$ cat src/design/sps_pkg.sv
package sps_pkg;

    // ==========================================================
    // Sequencer states
    // ==========================================================
    typedef enum logic [5:0] {
        SPS_UNPOWERED = 6'b00_0001,  // Rails not all present
        SPS_HARD_RST  = 6'b00_0010,  // Held in hard reset
        SPS_INIT      = 6'b00_0100,  // Internal initialization count
        SPS_SW_STBY   = 6'b00_1000,  // Software standby
        SPS_STREAM    = 6'b01_0000,  // Streaming frames
        SPS_DRAIN     = 6'b10_0000   // Finishing row or frame
    } sps_state_t;

    // ==========================================================
    // Timing
    // ==========================================================
    localparam int unsigned SPS_INIT_CYCLES   = 850000;  // Init clocks
    localparam int unsigned SPS_CNT_W         = 20;      // Counter width
    localparam int unsigned SPS_CTRL_W        = 16;      // Control width
    localparam int unsigned SPS_STREAM_BIT    = 2;       // Streaming field
    localparam logic [15:0] SPS_CTRL_RESET    = 16'h0000;// Control reset
    localparam logic [19:0] SPS_CNT_ZERO      = 20'h0_0000;
    localparam logic [19:0] SPS_CNT_ONE       = 20'h0_0001;

endpackage

$ cat src/design/sps_seq.sv
`timescale 1ns/10ps

// Notes on behaviour
// - 850000 clocks init, then software standby
// - Control bit 2 set starts streaming
// - Streaming returns to standby only after row/frame ends
// - Sudden loss of rails is tolerated
module sps_seq
    import sps_pkg::*;
(
    // Clock and reset (clock stands for the external clock input)
    input  wire logic                    core_clk,
    input  wire logic                    rst_b,
    // Supply presence levels from outside
    input  wire logic                    pll_supply_on,
    input  wire logic                    analog_supply_on,
    input  wire logic                    pixel_array_supply_on,
    input  wire logic                    io_supply_on,
    input  wire logic                    core_supply_on,
    // Active-low hard reset pin
    input  wire logic                    hard_reset_b,
    // Control register write port
    input  wire logic                    ctrl_wr,
    input  wire logic [SPS_CTRL_W-1:0]   ctrl_wdata,
    // Row/frame boundary from the readout timing
    input  wire logic                    frame_end,
    input  wire logic                    row_end,
    input  wire logic                    stop_at_row,
    // Status
    output logic [SPS_CTRL_W-1:0]        sensor_control_register,
    output logic                         streaming,
    output logic                         sw_standby,
    output logic                         init_busy,
    output logic                         pll_order_fault
);

    // ==========================================================
    // Pin synchronisation
    // ==========================================================
    logic [5:0] pins_s;          // Synchronised pin levels
    logic       rails_ok;        // All rails present
    logic       hrst_b_s;        // Synchronised hard reset

    sps_sync2 #(.W(6)) u_sync (
        .core_clk (core_clk),
        .rst_b    (rst_b),
        .async_in ({hard_reset_b, core_supply_on, io_supply_on,
                    pixel_array_supply_on, analog_supply_on,
                    pll_supply_on}),
        .sync_out (pins_s)
    );

    assign hrst_b_s = pins_s[5];
    // Any rail lost drops the device at once, no damage path
    assign rails_ok = &pins_s[4:0];

    // ==========================================================
    // PLL-rail ordering monitor
    // ==========================================================
    // Flags another rail seen without the PLL rail
    always_ff @(posedge core_clk or negedge rst_b)
    begin
        if (!rst_b)
            pll_order_fault <= 1'b0;
        else if (!(|pins_s[4:0]))
            pll_order_fault <= 1'b0;
        else if (!pins_s[0] && (|pins_s[4:1]))
            pll_order_fault <= 1'b1;
    end

    // ==========================================================
    // Sequencer
    // ==========================================================
    sps_state_t           state_q;  // Current state
    sps_state_t           state_d;  // Next state
    logic [SPS_CNT_W-1:0] cnt_q;    // Initialization counter
    logic                 bound;    // Row or frame boundary
    logic                 init_done;

    assign bound     = stop_at_row ? row_end : frame_end;
    assign init_done = (cnt_q == SPS_CNT_W'(SPS_INIT_CYCLES - 1));

    // Next-state decode
    always_comb
    begin
        state_d = state_q;
        unique case (state_q)
            SPS_UNPOWERED:
                // Reset window starts once rails settle
                if (rails_ok)
                    state_d = SPS_HARD_RST;
            SPS_HARD_RST:
                if (hrst_b_s)
                    state_d = SPS_INIT;
            SPS_INIT:
                // Count out initialization
                if (init_done)
                    state_d = SPS_SW_STBY;
            SPS_SW_STBY:
                // Streaming bit starts output
                if (sensor_control_register[SPS_STREAM_BIT])
                    state_d = SPS_STREAM;
            SPS_STREAM:
                if (!sensor_control_register[SPS_STREAM_BIT])
                    state_d = SPS_DRAIN;
            SPS_DRAIN:
                // Stop only at the chosen boundary
                if (bound)
                    state_d = SPS_SW_STBY;
                else if (sensor_control_register[SPS_STREAM_BIT])
                    state_d = SPS_STREAM;
            default:
                state_d = SPS_UNPOWERED;
        endcase
        // Rail loss or hard reset override everything
        if (!rails_ok)
            state_d = SPS_UNPOWERED;
        else if (!hrst_b_s && state_q != SPS_UNPOWERED)
            state_d = SPS_HARD_RST;
    end

    // State register
    always_ff @(posedge core_clk or negedge rst_b)
    begin
        if (!rst_b)
            state_q <= SPS_UNPOWERED;
        else
            state_q <= state_d;
    end

    // Initialization counter, only runs in init
    always_ff @(posedge core_clk or negedge rst_b)
    begin
        if (!rst_b)
            cnt_q <= SPS_CNT_ZERO;
        else if (state_q == SPS_INIT && state_d == SPS_INIT)
            cnt_q <= cnt_q + SPS_CNT_ONE;
        else
            cnt_q <= SPS_CNT_ZERO;
    end

    // ==========================================================
    // Control register
    // ==========================================================
    // Writable only in standby, streaming or drain; cleared by reset
    always_ff @(posedge core_clk or negedge rst_b)
    begin
        if (!rst_b)
            sensor_control_register <= SPS_CTRL_RESET;
        else if (state_q == SPS_UNPOWERED || state_q == SPS_HARD_RST
                 || state_q == SPS_INIT)
            sensor_control_register <= SPS_CTRL_RESET;
        else if (ctrl_wr)
            sensor_control_register <= ctrl_wdata;
    end

    // ==========================================================
    // Status outputs
    // ==========================================================
    always_ff @(posedge core_clk or negedge rst_b)
    begin
        if (!rst_b)
        begin
            streaming  <= 1'b0;
            sw_standby <= 1'b0;
            init_busy  <= 1'b0;
        end
        else
        begin
            streaming  <= (state_d == SPS_STREAM) ||
                          (state_d == SPS_DRAIN);
            sw_standby <= (state_d == SPS_SW_STBY);
            init_busy  <= (state_d == SPS_INIT);
        end
    end

    // ==========================================================
    // Assertions
    // ==========================================================
    // Init must not end before the full count has run out
    property p_init_len;
        @(posedge core_clk) disable iff (!rst_b)
        (state_q == SPS_INIT && !init_done && rails_ok && hrst_b_s)
        |=> (state_q == SPS_INIT) && init_busy && !sw_standby;
    endproperty
    a_init_len: assert property (p_init_len)
        else $error("standby reached before init count");

    property p_init_end;
        @(posedge core_clk) disable iff (!rst_b)
        (state_q == SPS_INIT && init_done && rails_ok && hrst_b_s)
        |=> (state_q == SPS_SW_STBY) ##0 sw_standby;
    endproperty
    a_init_end: assert property (p_init_end)
        else $error("init end did not give standby");

    property p_stream_go;
        @(posedge core_clk) disable iff (!rst_b)
        (state_q == SPS_SW_STBY
         && sensor_control_register[SPS_STREAM_BIT]
         && rails_ok && hrst_b_s) |=> streaming;
    endproperty
    a_stream_go: assert property (p_stream_go)
        else $error("streaming bit ignored");

    property p_drain_hold;
        @(posedge core_clk) disable iff (!rst_b)
        (state_q == SPS_DRAIN && !bound && rails_ok && hrst_b_s)
        |=> !sw_standby;
    endproperty
    a_drain_hold: assert property (p_drain_hold)
        else $error("standby before boundary");

    property p_drain_end;
        @(posedge core_clk) disable iff (!rst_b)
        (state_q == SPS_DRAIN && bound && rails_ok && hrst_b_s)
        |=> sw_standby && !streaming;
    endproperty
    a_drain_end: assert property (p_drain_end)
        else $error("boundary did not give standby");

    property p_rail_loss;
        @(posedge core_clk) disable iff (!rst_b)
        !rails_ok |=> (state_q == SPS_UNPOWERED) && !streaming;
    endproperty
    a_rail_loss: assert property (p_rail_loss)
        else $error("rail loss not handled");

    property p_pll_order;
        @(posedge core_clk) disable iff (!rst_b)
        (!pins_s[0] && $rose(|pins_s[4:1])) |=> pll_order_fault;
    endproperty
    a_pll_order: assert property (p_pll_order)
        else $error("pll ordering fault missed");

    property p_rst_wait;
        @(posedge core_clk) disable iff (!rst_b)
        (state_q == SPS_HARD_RST && !hrst_b_s) |=> !init_busy;
    endproperty
    a_rst_wait: assert property (p_rst_wait)
        else $error("init began under hard reset");

    c_init:   cover property (@(posedge core_clk) disable iff (!rst_b)
                  $rose(sw_standby));
    c_stream: cover property (@(posedge core_clk) disable iff (!rst_b)
                  $rose(streaming));
    c_drain:  cover property (@(posedge core_clk) disable iff (!rst_b)
                  state_q == SPS_DRAIN ##1 state_q == SPS_SW_STBY);

endmodule // sps_seq

$ cat src/design/sps_sync2.sv
`timescale 1ns/10ps

// ==============================================================
// Two-flop synchroniser for a bundle of levels
// ==============================================================
module sps_sync2 #(
    parameter int unsigned W = 1  // Bundle width
) (
    // Clock and reset
    input  wire logic         core_clk,
    input  wire logic         rst_b,
    // Levels
    input  wire logic [W-1:0] async_in,
    output logic      [W-1:0] sync_out
);

    logic [W-1:0] meta_q;  // First stage, read only by second

    // Two stages, cleared on reset
    always_ff @(posedge core_clk or negedge rst_b)
    begin
        if (!rst_b)
        begin
            meta_q   <= '0;
            sync_out <= '0;
        end
        else
        begin
            meta_q   <= async_in;
            sync_out <= meta_q;
        end
    end

endmodule // sps_sync2

$ cat config.mk
export PLATFORM = sky130hd
export DESIGN_NAME = sps_seq
export DESIGN_NICKNAME = d
export VERILOG_FILES = /design/src/design/sps_pkg.sv /design/src/design/sps_seq.sv /design/src/design/sps_sync2.sv
export SDC_FILE = /design/constraint.sdc
export NUM_CORES = 1
export LEC_CHECK = 0
export BUFFER_PORTS_ARGS = -buffer_cell sky130_fd_sc_hd__buf_2
export CORE_AREA = 2 2 73 75
export DETAILED_ROUTE_END_ITERATION = 6
export DIE_AREA = 0 0 75 77
export GPL_TIMING_DRIVEN = 1
export PLACE_DENSITY = 0.8
export RECOVER_POWER = 100
export SYNTH_ARGS = -nofsm -noshare
export SYNTH_HDL_FRONTEND = slang
export SYNTH_SLANG_ARGS = --single-unit
$ cat constraint.sdc
create_clock -name core_clk -period 2.3 [get_ports core_clk]
set_input_delay 0.345 -clock core_clk [delete_from_list [all_inputs] [get_ports core_clk]]
set_output_delay 0.345 -clock core_clk [all_outputs]
set_load 0.005 [all_outputs]
==> results of run 1 <==
-- cell usage after synthesis, drive strengths merged (3+ instances only) --
| cell | number | area, um^2 |
|---|---|---|
| a2111oi | 3 | 32.5 |
| xor2 | 5 | 43.8 |
| o21ai | 10 | 50.1 |
| or3 | 10 | 62.6 |
| and3 | 3 | 20.0 |
| mux2i | 16 | 160 |
| o31ai | 3 | 27.5 |
| nand2 | 8 | 30.0 |
| a21oi | 4 | 20.0 |
| nor4 | 4 | 31.3 |
| inv | 5 | 18.8 |
| nor2 | 24 | 90.1 |
| clkbuf | 5 | 20.0 |
| nor3b | 3 | 33.8 |
| buf | 4 | 28.8 |
| and4 | 3 | 26.3 |
| nand3 | 9 | 45.0 |
| dfrtp | 57 | 1430 |
| a211oi | 10 | 80.1 |
| nand4 | 5 | 31.3 |
| a221oi | 6 | 52.6 |
| xnor2 | 7 | 61.3 |
-- routing by layer --
| layer | routed length (um) | share of wire (%) |
|---|---|---|
| met1 | 2340 | 46 |
| met3 | 279 | 5.4 |
| met2 | 2410 | 47 |
| met4 | 113 | 2.2 |
| met5 | 0 | 0 |
-- worst max-delay path by stage --
stage | endpoint | slack (ps) | cells past startpoint
after floorplan | state_q[4]$_DFF_PN0_ | 380 | 4
after global routing | init_busy$_DFF_PN0_ | -20 | 5
after global placement | state_q[2]$_DFF_PN0_ | 260 | 4
final | state_q[4]$_DFF_PN0_ | 140 | 4
after CTS | init_busy$_DFF_PN0_ | 160 | 4
after detailed placement | state_q[2]$_DFF_PN0_ | 160 | 4
-- cell families after synthesis --
group / Yosys count / synth area share (%)
compound gates: 40 / 11.1
xor+xnor: 12 / 4.00
fa+ha+maj: 1 / 0.476
buf+inv: 14 / 2.57
flops: 58 / 55.3
mux: 17 / 6.52
simple gates: 87 / 20.0
-- registers in the layout, summed over array words and instances (netlist names) --
name                     flops
cnt_q                       20
sensor_control_register     16
state_q                      6
u_sync.meta_q                6
u_sync.sync_out              6
init_busy                    1
pll_order_fault              1
streaming                    1
sw_standby                   1
-- repair_timing --
action                                  4_1_cts  5_1_grt
gates resized for setup                       0        1
endpoints found under the setup margin        0        1
buffers inserted                              0        0
-- placed cells by master, fill, tap and decap left out, types with 6 or more instances in the layout --
master,n
dfrtp_1,57
buf_2,35
nor2_1,24
mux2i_1,16
clkbuf_1,13
or3_1,10
o21ai_0,10
clkbuf_8,10
nand3_1,9
a211oi_1,9
nand2_1,8
xnor2_1,7
a221oi_1,6
-- cell type report --
| class | count | area (um^2) | share of cell area, % |
|---|---|---|---|
| clock buffer | 11 | 141 | 4.56 |
| clock inverter | 5 | 77.6 | 2.50 |
| inverter | 5 | 18.8 | 0.605 |
| multi-input combinational | 157 | 1090 | 35.1 |
| sequential | 58 | 1450 | 46.9 |
| tap | 70 | 87.6 | 2.82 |
| timing repair buffer | 49 | 233 | 7.51 |
-- power by group through the flow --
stage	logic, mW	registers, mW	clock network (mW)
floorplan	0.0366	1.06	0
global placement	0.0890	1.06	0
detailed placement	0.0904	1.06	0
CTS	0.0907	1.04	1.05
global route	0.0945	1.05	1.10
finish	0.0833	1.05	1.04
==> results.sh, run 1 <==
export IMPL_reg2reg_slack_ps=140
export IMPL_cts_tree="built"
export IMPL_antenna_found_initial=0
export IMPL_path_delay_family="simple AND/OR/NAND/NOR gates"
export IMPL_fin_worst_skew_ps=5.06
export IMPL_tightest_slew_ps=1300
export IMPL_r2r_start="state_q[2]$_DFF_PN0_"
export IMPL_die_w_um=75
export IMPL_utilization_pct=62.3
export IMPL_place_hpwl_um=3450
export IMPL_vias=1974
export IMPL_cp_arrival_ps=2370
export IMPL_synth_warnings=0
export IMPL_criticalPathCategory="reg -> reg"
export IMPL_ys_ff_latch=58
export IMPL_fp_coreArea_um2=4980
export IMPL_p_comb_share_pct=3.8
export IMPL_crit_start="state_q[2]$_DFF_PN0_"
export IMPL_clkSinkCount=58
export IMPL_critPathRequiredTime_ps=2510
export IMPL_fmax_ghz=0.462
export IMPL_track_usage_pct=19.8
export IMPL_design_area_um2=3100
export IMPL_place_area_um2=2930
export IMPL_floorplan_initialDensity_pct=52.8
export IMPL_cp_start_kind="register"
export IMPL_grt_max_degree=35
export IMPL_drt_iter0_markers=102
export IMPL_critical_path_slowest_cell="or4_4"
export IMPL_worstHoldStart="pixel_array_supply_on"
export IMPL_max_slew_margin_rel_pct=13.3
export IMPL_path_clk_slew_ps=70
export IMPL_fill_cells=421
export IMPL_syn_area_per_cell_um2=11.5
export IMPL_clkPwrFrac_pct=47.9
export IMPL_grt_first_pass_wirelength_um=8590
export IMPL_hold_viol=0
export IMPL_outcome="complete, no violations"
export IMPL_die_y_um=77
export IMPL_dp_slack_ps=165
export IMPL_drcViolationCount=0
export IMPL_antenna_left=0
export IMPL_holdWs_ps=111
export IMPL_htreeDepth=3
export IMPL_ir_drop_uv=416
export IMPL_clk_path_buf_depth=2
export IMPL_drive_gt1_share_pct=21.4
export IMPL_synthCells=229
export IMPL_path_max_fanout=8
export IMPL_io_pins=48
export IMPL_fin_crit_sh_pct=94.1
export IMPL_cts_buffers=9
export IMPL_setup_viol=0
export IMPL_r2r_cells=4
export IMPL_via_per_inst=5.56
export IMPL_end_kind="register"
export IMPL_cts_hold_buffers_added=0
export IMPL_finalSetupTns_ps=0
export IMPL_grt_overflow_total=0
export IMPL_maxCapViolCount=0
export IMPL_finalNonFillerCells=355
export IMPL_place_congestion=0.776
export IMPL_synth_fp_nets=258
export IMPL_p_sw_uw=456
export IMPL_synthDistinctLibCells=52
export IMPL_crit_chain="or4_4, or3b_1, a21o_1, a2111oi_0"
export IMPL_diodes=0
export IMPL_powerDensity_nw_per_um2=698
export IMPL_mappedNetlistArea_um2=2630
export IMPL_placed_cells=339
export IMPL_min_to="u_sync.meta_q[2]$_DFF_PN0_"
export IMPL_design_die_area_um2=5780
export IMPL_pwr_share_seq_pct=48.3
export IMPL_crit_buf_inv=0
export IMPL_reg2reg_to="state_q[4]$_DFF_PN0_"
export IMPL_insertion_delay_ps=340
export IMPL_ys_flop_type="dfrtp_1"
export IMPL_timing_final_max_slew_violations=0
export IMPL_row_count=26
export IMPL_port_buffer_count=47
export IMPL_layout_setup_ws_ps=136
export IMPL_use_met2_pct=29.2
export IMPL_gr_usage_met3_pct=6.83
export IMPL_gr_max_usage_layer="met2"
export IMPL_met1_usage_pct=25.7
export IMPL_post_drt_wl_per_cell_um=14.5
export IMPL_slowest_delay_ps=570
export IMPL_final_min_clock_period_ps=2160
export IMPL_p_int_mw=1.71
export IMPL_synth_edf_count=0
export IMPL_power_mw=2.16
export IMPL_area_growth_pct=17.9
export IMPL_p_sw_share_pct=21.1
export IMPL_leakagePower_nw=1.32
export IMPL_drt_wl_total_um=5150
export IMPL_hold_depth=1
export IMPL_first_pass_iters=5
export IMPL_synth_seq_area_share_pct=55.3
export IMPL_grt_pass1_vias=1919
export IMPL_final_nets=309
export IMPL_root_buffer="clkbuf_8"
export IMPL_hold_path_class="in -> reg"
export IMPL_async_reset_ff_share_pct=100
Power figures use the tool's default switching activity.
==> inputs of run 2 (changes only) <==
--- a/config.mk
+++ b/config.mk
@@ -6,9 +6,9 @@
 export NUM_CORES = 1
 export LEC_CHECK = 0
 export BUFFER_PORTS_ARGS = -buffer_cell sky130_fd_sc_hd__buf_2
-export CORE_AREA = 2 2 73 75
+export CORE_AREA = 3 3 74 76
 export DETAILED_ROUTE_END_ITERATION = 6
-export DIE_AREA = 0 0 75 77
+export DIE_AREA = 0 0 77 79
 export GPL_TIMING_DRIVEN = 1
 export PLACE_DENSITY = 0.8
 export RECOVER_POWER = 100
==> results.sh, run 2 (synthesis gave the netlist of run 1 again) <==
export IMPL_tightest_slew_ps=1350
export IMPL_port_buffer_count=47
export IMPL_grt_setup_unrepaired="no"
export IMPL_design_area_um2=3100
export IMPL_r2r_cells=5
export IMPL_track_usage_pct=18.3
export IMPL_grt_max_degree=26
export IMPL_root_buffer="clkbuf_8"
export IMPL_drt_iter0_markers=125
export IMPL_timing_final_max_slew_violations=0
export IMPL_regArea_um2=1450
export IMPL_floorplan_initialDensity_pct=54.9
export IMPL_largest_reg_flops=20
export IMPL_final_common_cell="dfrtp_1"
export IMPL_critical_path_slowest_cell="or4_4"
export IMPL_antenna_found_initial=0
export IMPL_antenna_left=0
export IMPL_cts_tree="built"
export IMPL_critPathRequiredTime_ps=2510
export IMPL_drive_gt1_share_pct=23.3
export IMPL_r2r_start="state_q[2]$_DFF_PN0_"
export IMPL_first_pass_iters=4
export IMPL_cts_setup_buffers=0
export IMPL_setup_viol=0
export IMPL_insertion_delay_ps=330
export IMPL_place_hpwl_um=3540
export IMPL_largest_registers="cnt_q x20, sensor_control_register x16"
export IMPL_slowest_delay_ps=570
export IMPL_die_w_um=77
export IMPL_vias=1921
export IMPL_fmax_ghz=0.473
export IMPL_design_die_area_um2=6080
export IMPL_post_drt_wl_per_cell_um=14.1
export IMPL_fin_worst_skew_ps=7.59
export IMPL_cts_resized=0
export IMPL_grt_overflow_total=0
export IMPL_drt_wl_total_um=5000
export IMPL_path_max_fanout=14
export IMPL_row_count=25
export IMPL_hold_viol=0
export IMPL_final_min_clock_period_ps=2110
export IMPL_utilization_pct=64.8
export IMPL_finalSetupTns_ps=0
export IMPL_reg2reg_to="init_busy$_DFF_PN0_"
export IMPL_multiInputGateArea_um2=1110
export IMPL_most_common_layout_cells="57 x dfrtp_1, 37 x buf_2, 24 x nor2_1"
export IMPL_clk_path_buf_depth=2
export IMPL_cp_endpoint="init_busy$_DFF_PN0_"
export IMPL_htreeDepth=3
export IMPL_final_nets=311
export IMPL_reg2reg_slack_ps=190
export IMPL_clkSinkCount=58
export IMPL_end_kind="register"
export IMPL_diodes=0
export IMPL_max_slew_margin_rel_pct=10.1
export IMPL_via_per_inst=5.43
export IMPL_place_congestion=0.805
export IMPL_fp_coreArea_um2=4790
export IMPL_criticalPathCategory="reg -> reg"
export IMPL_crit_chain="or4_4, nor3b_4, o31ai_2, buf_4, a2111oi_1"
export IMPL_die_y_um=79
export IMPL_place_area_um2=2930
export IMPL_cts_buffers=9
export IMPL_cts_hold_buffers_added=0
export IMPL_fin_crit_sh_pct=91.9
export IMPL_ir_drop_uv=535
export IMPL_grt_pass1_vias=1906
export IMPL_area_growth_pct=17.9
export IMPL_crit_start="state_q[2]$_DFF_PN0_"
export IMPL_cp_arrival_ps=2320
export IMPL_largest_register="cnt_q"
export IMPL_powerDensity_nw_per_um2=660
export IMPL_cp_start_kind="register"
export IMPL_fill_cells=408
export IMPL_leakagePower_nw=1.33
export IMPL_path_clk_slew_ps=60
export IMPL_outcome="complete, no violations"
export IMPL_grt_first_pass_wirelength_um=8760
export IMPL_hold_path_class="in -> reg"
export IMPL_drcViolationCount=0
export IMPL_io_pins=48
export IMPL_maxCapViolCount=0
## run 2: cell types whose count changed in the layout (fill, tap and decap cells not counted), sizes merged
| cell | before | now |
|---|---|---|
| buf | 36 | 38 |
| clkinv | 2 | 4 |
| bufinv | 2 | 1 |
| clkinvlp | 1 | 0 |
## run 2: through the flow
| step | hold WS, ps | setup slack (ps) | std cells | total power [mW] |
|---|---|---|---|---|
| floorplan | 49.4 | 384 | 229 | 1.10 |
| global placement | 331 | 246 | 338 | 1.15 |
| detailed placement | 335 | 178 | 338 | 1.15 |
| CTS | 8.57 | 140 | 354 | 2.07 |
| global route | 99.9 | 19.6 | 354 | 2.13 |
| finish | 115 | 187 | 354 | 2.05 |
## run 2: how the worst min path moves through the flow
stage	slack [ps]	start	cells past startpoint	to
after floorplan	50	rst_b	0	cnt_q[0]$_DFF_PN0_
after global placement	330	u_sync.meta_q[4]$_DFF_PN0_	0	u_sync.sync_out[4]$_DFF_PN0_
after detailed placement	330	u_sync.meta_q[2]$_DFF_PN0_	0	u_sync.sync_out[2]$_DFF_PN0_
after CTS	9	rst_b	1	cnt_q[11]$_DFF_PN0_
after global routing	100	pixel_array_supply_on	1	u_sync.meta_q[2]$_DFF_PN0_
final	110	hard_reset_b	1	u_sync.meta_q[5]$_DFF_PN0_
## run 2: metal layers
| metal | global-route usage, % | part of all wire (%) | up-vias | routed length [um] |
|---|---|---|---|---|
| li1 | - | - | 955 | - |
| met1 | 24.0 | 46 | 913 | 2290 |
| met2 | 28.7 | 48 | 44 | 2390 |
| met3 | 5.44 | 4.3 | 9 | 214 |
| met4 | 7.47 | 2.1 | 0 | 103 |
| met5 | 0 | 0 | - | 0 |
## run 2: critical path, delay by kind of cell (launching register included)
kind / cells / cell delay, ps
and+or+nand+nor: 2 / 830
AOI/OAI and AO/OA: 2 / 490
DFF: 1 / 460
buffers and inverters: 1 / 200
## run 2: power breakdown
part	internal (mW)	switching (mW)
clock network	0.526	0.391
registers	1.04	0.00870
logic	0.0362	0.0477
total	1.60	0.447
## run 2: cell type report
| cell class | count | area share [%] |
|---|---|---|
| clock buffers | 11 | 4.56 |
| multi-input cells | 157 | 35.7 |
| well taps | 67 | 2.70 |
| flip-flops and latches | 58 | 46.9 |
| inverters | 5 | 0.605 |
| repair buffers | 51 | 7.83 |
| clock inverters | 5 | 1.74 |
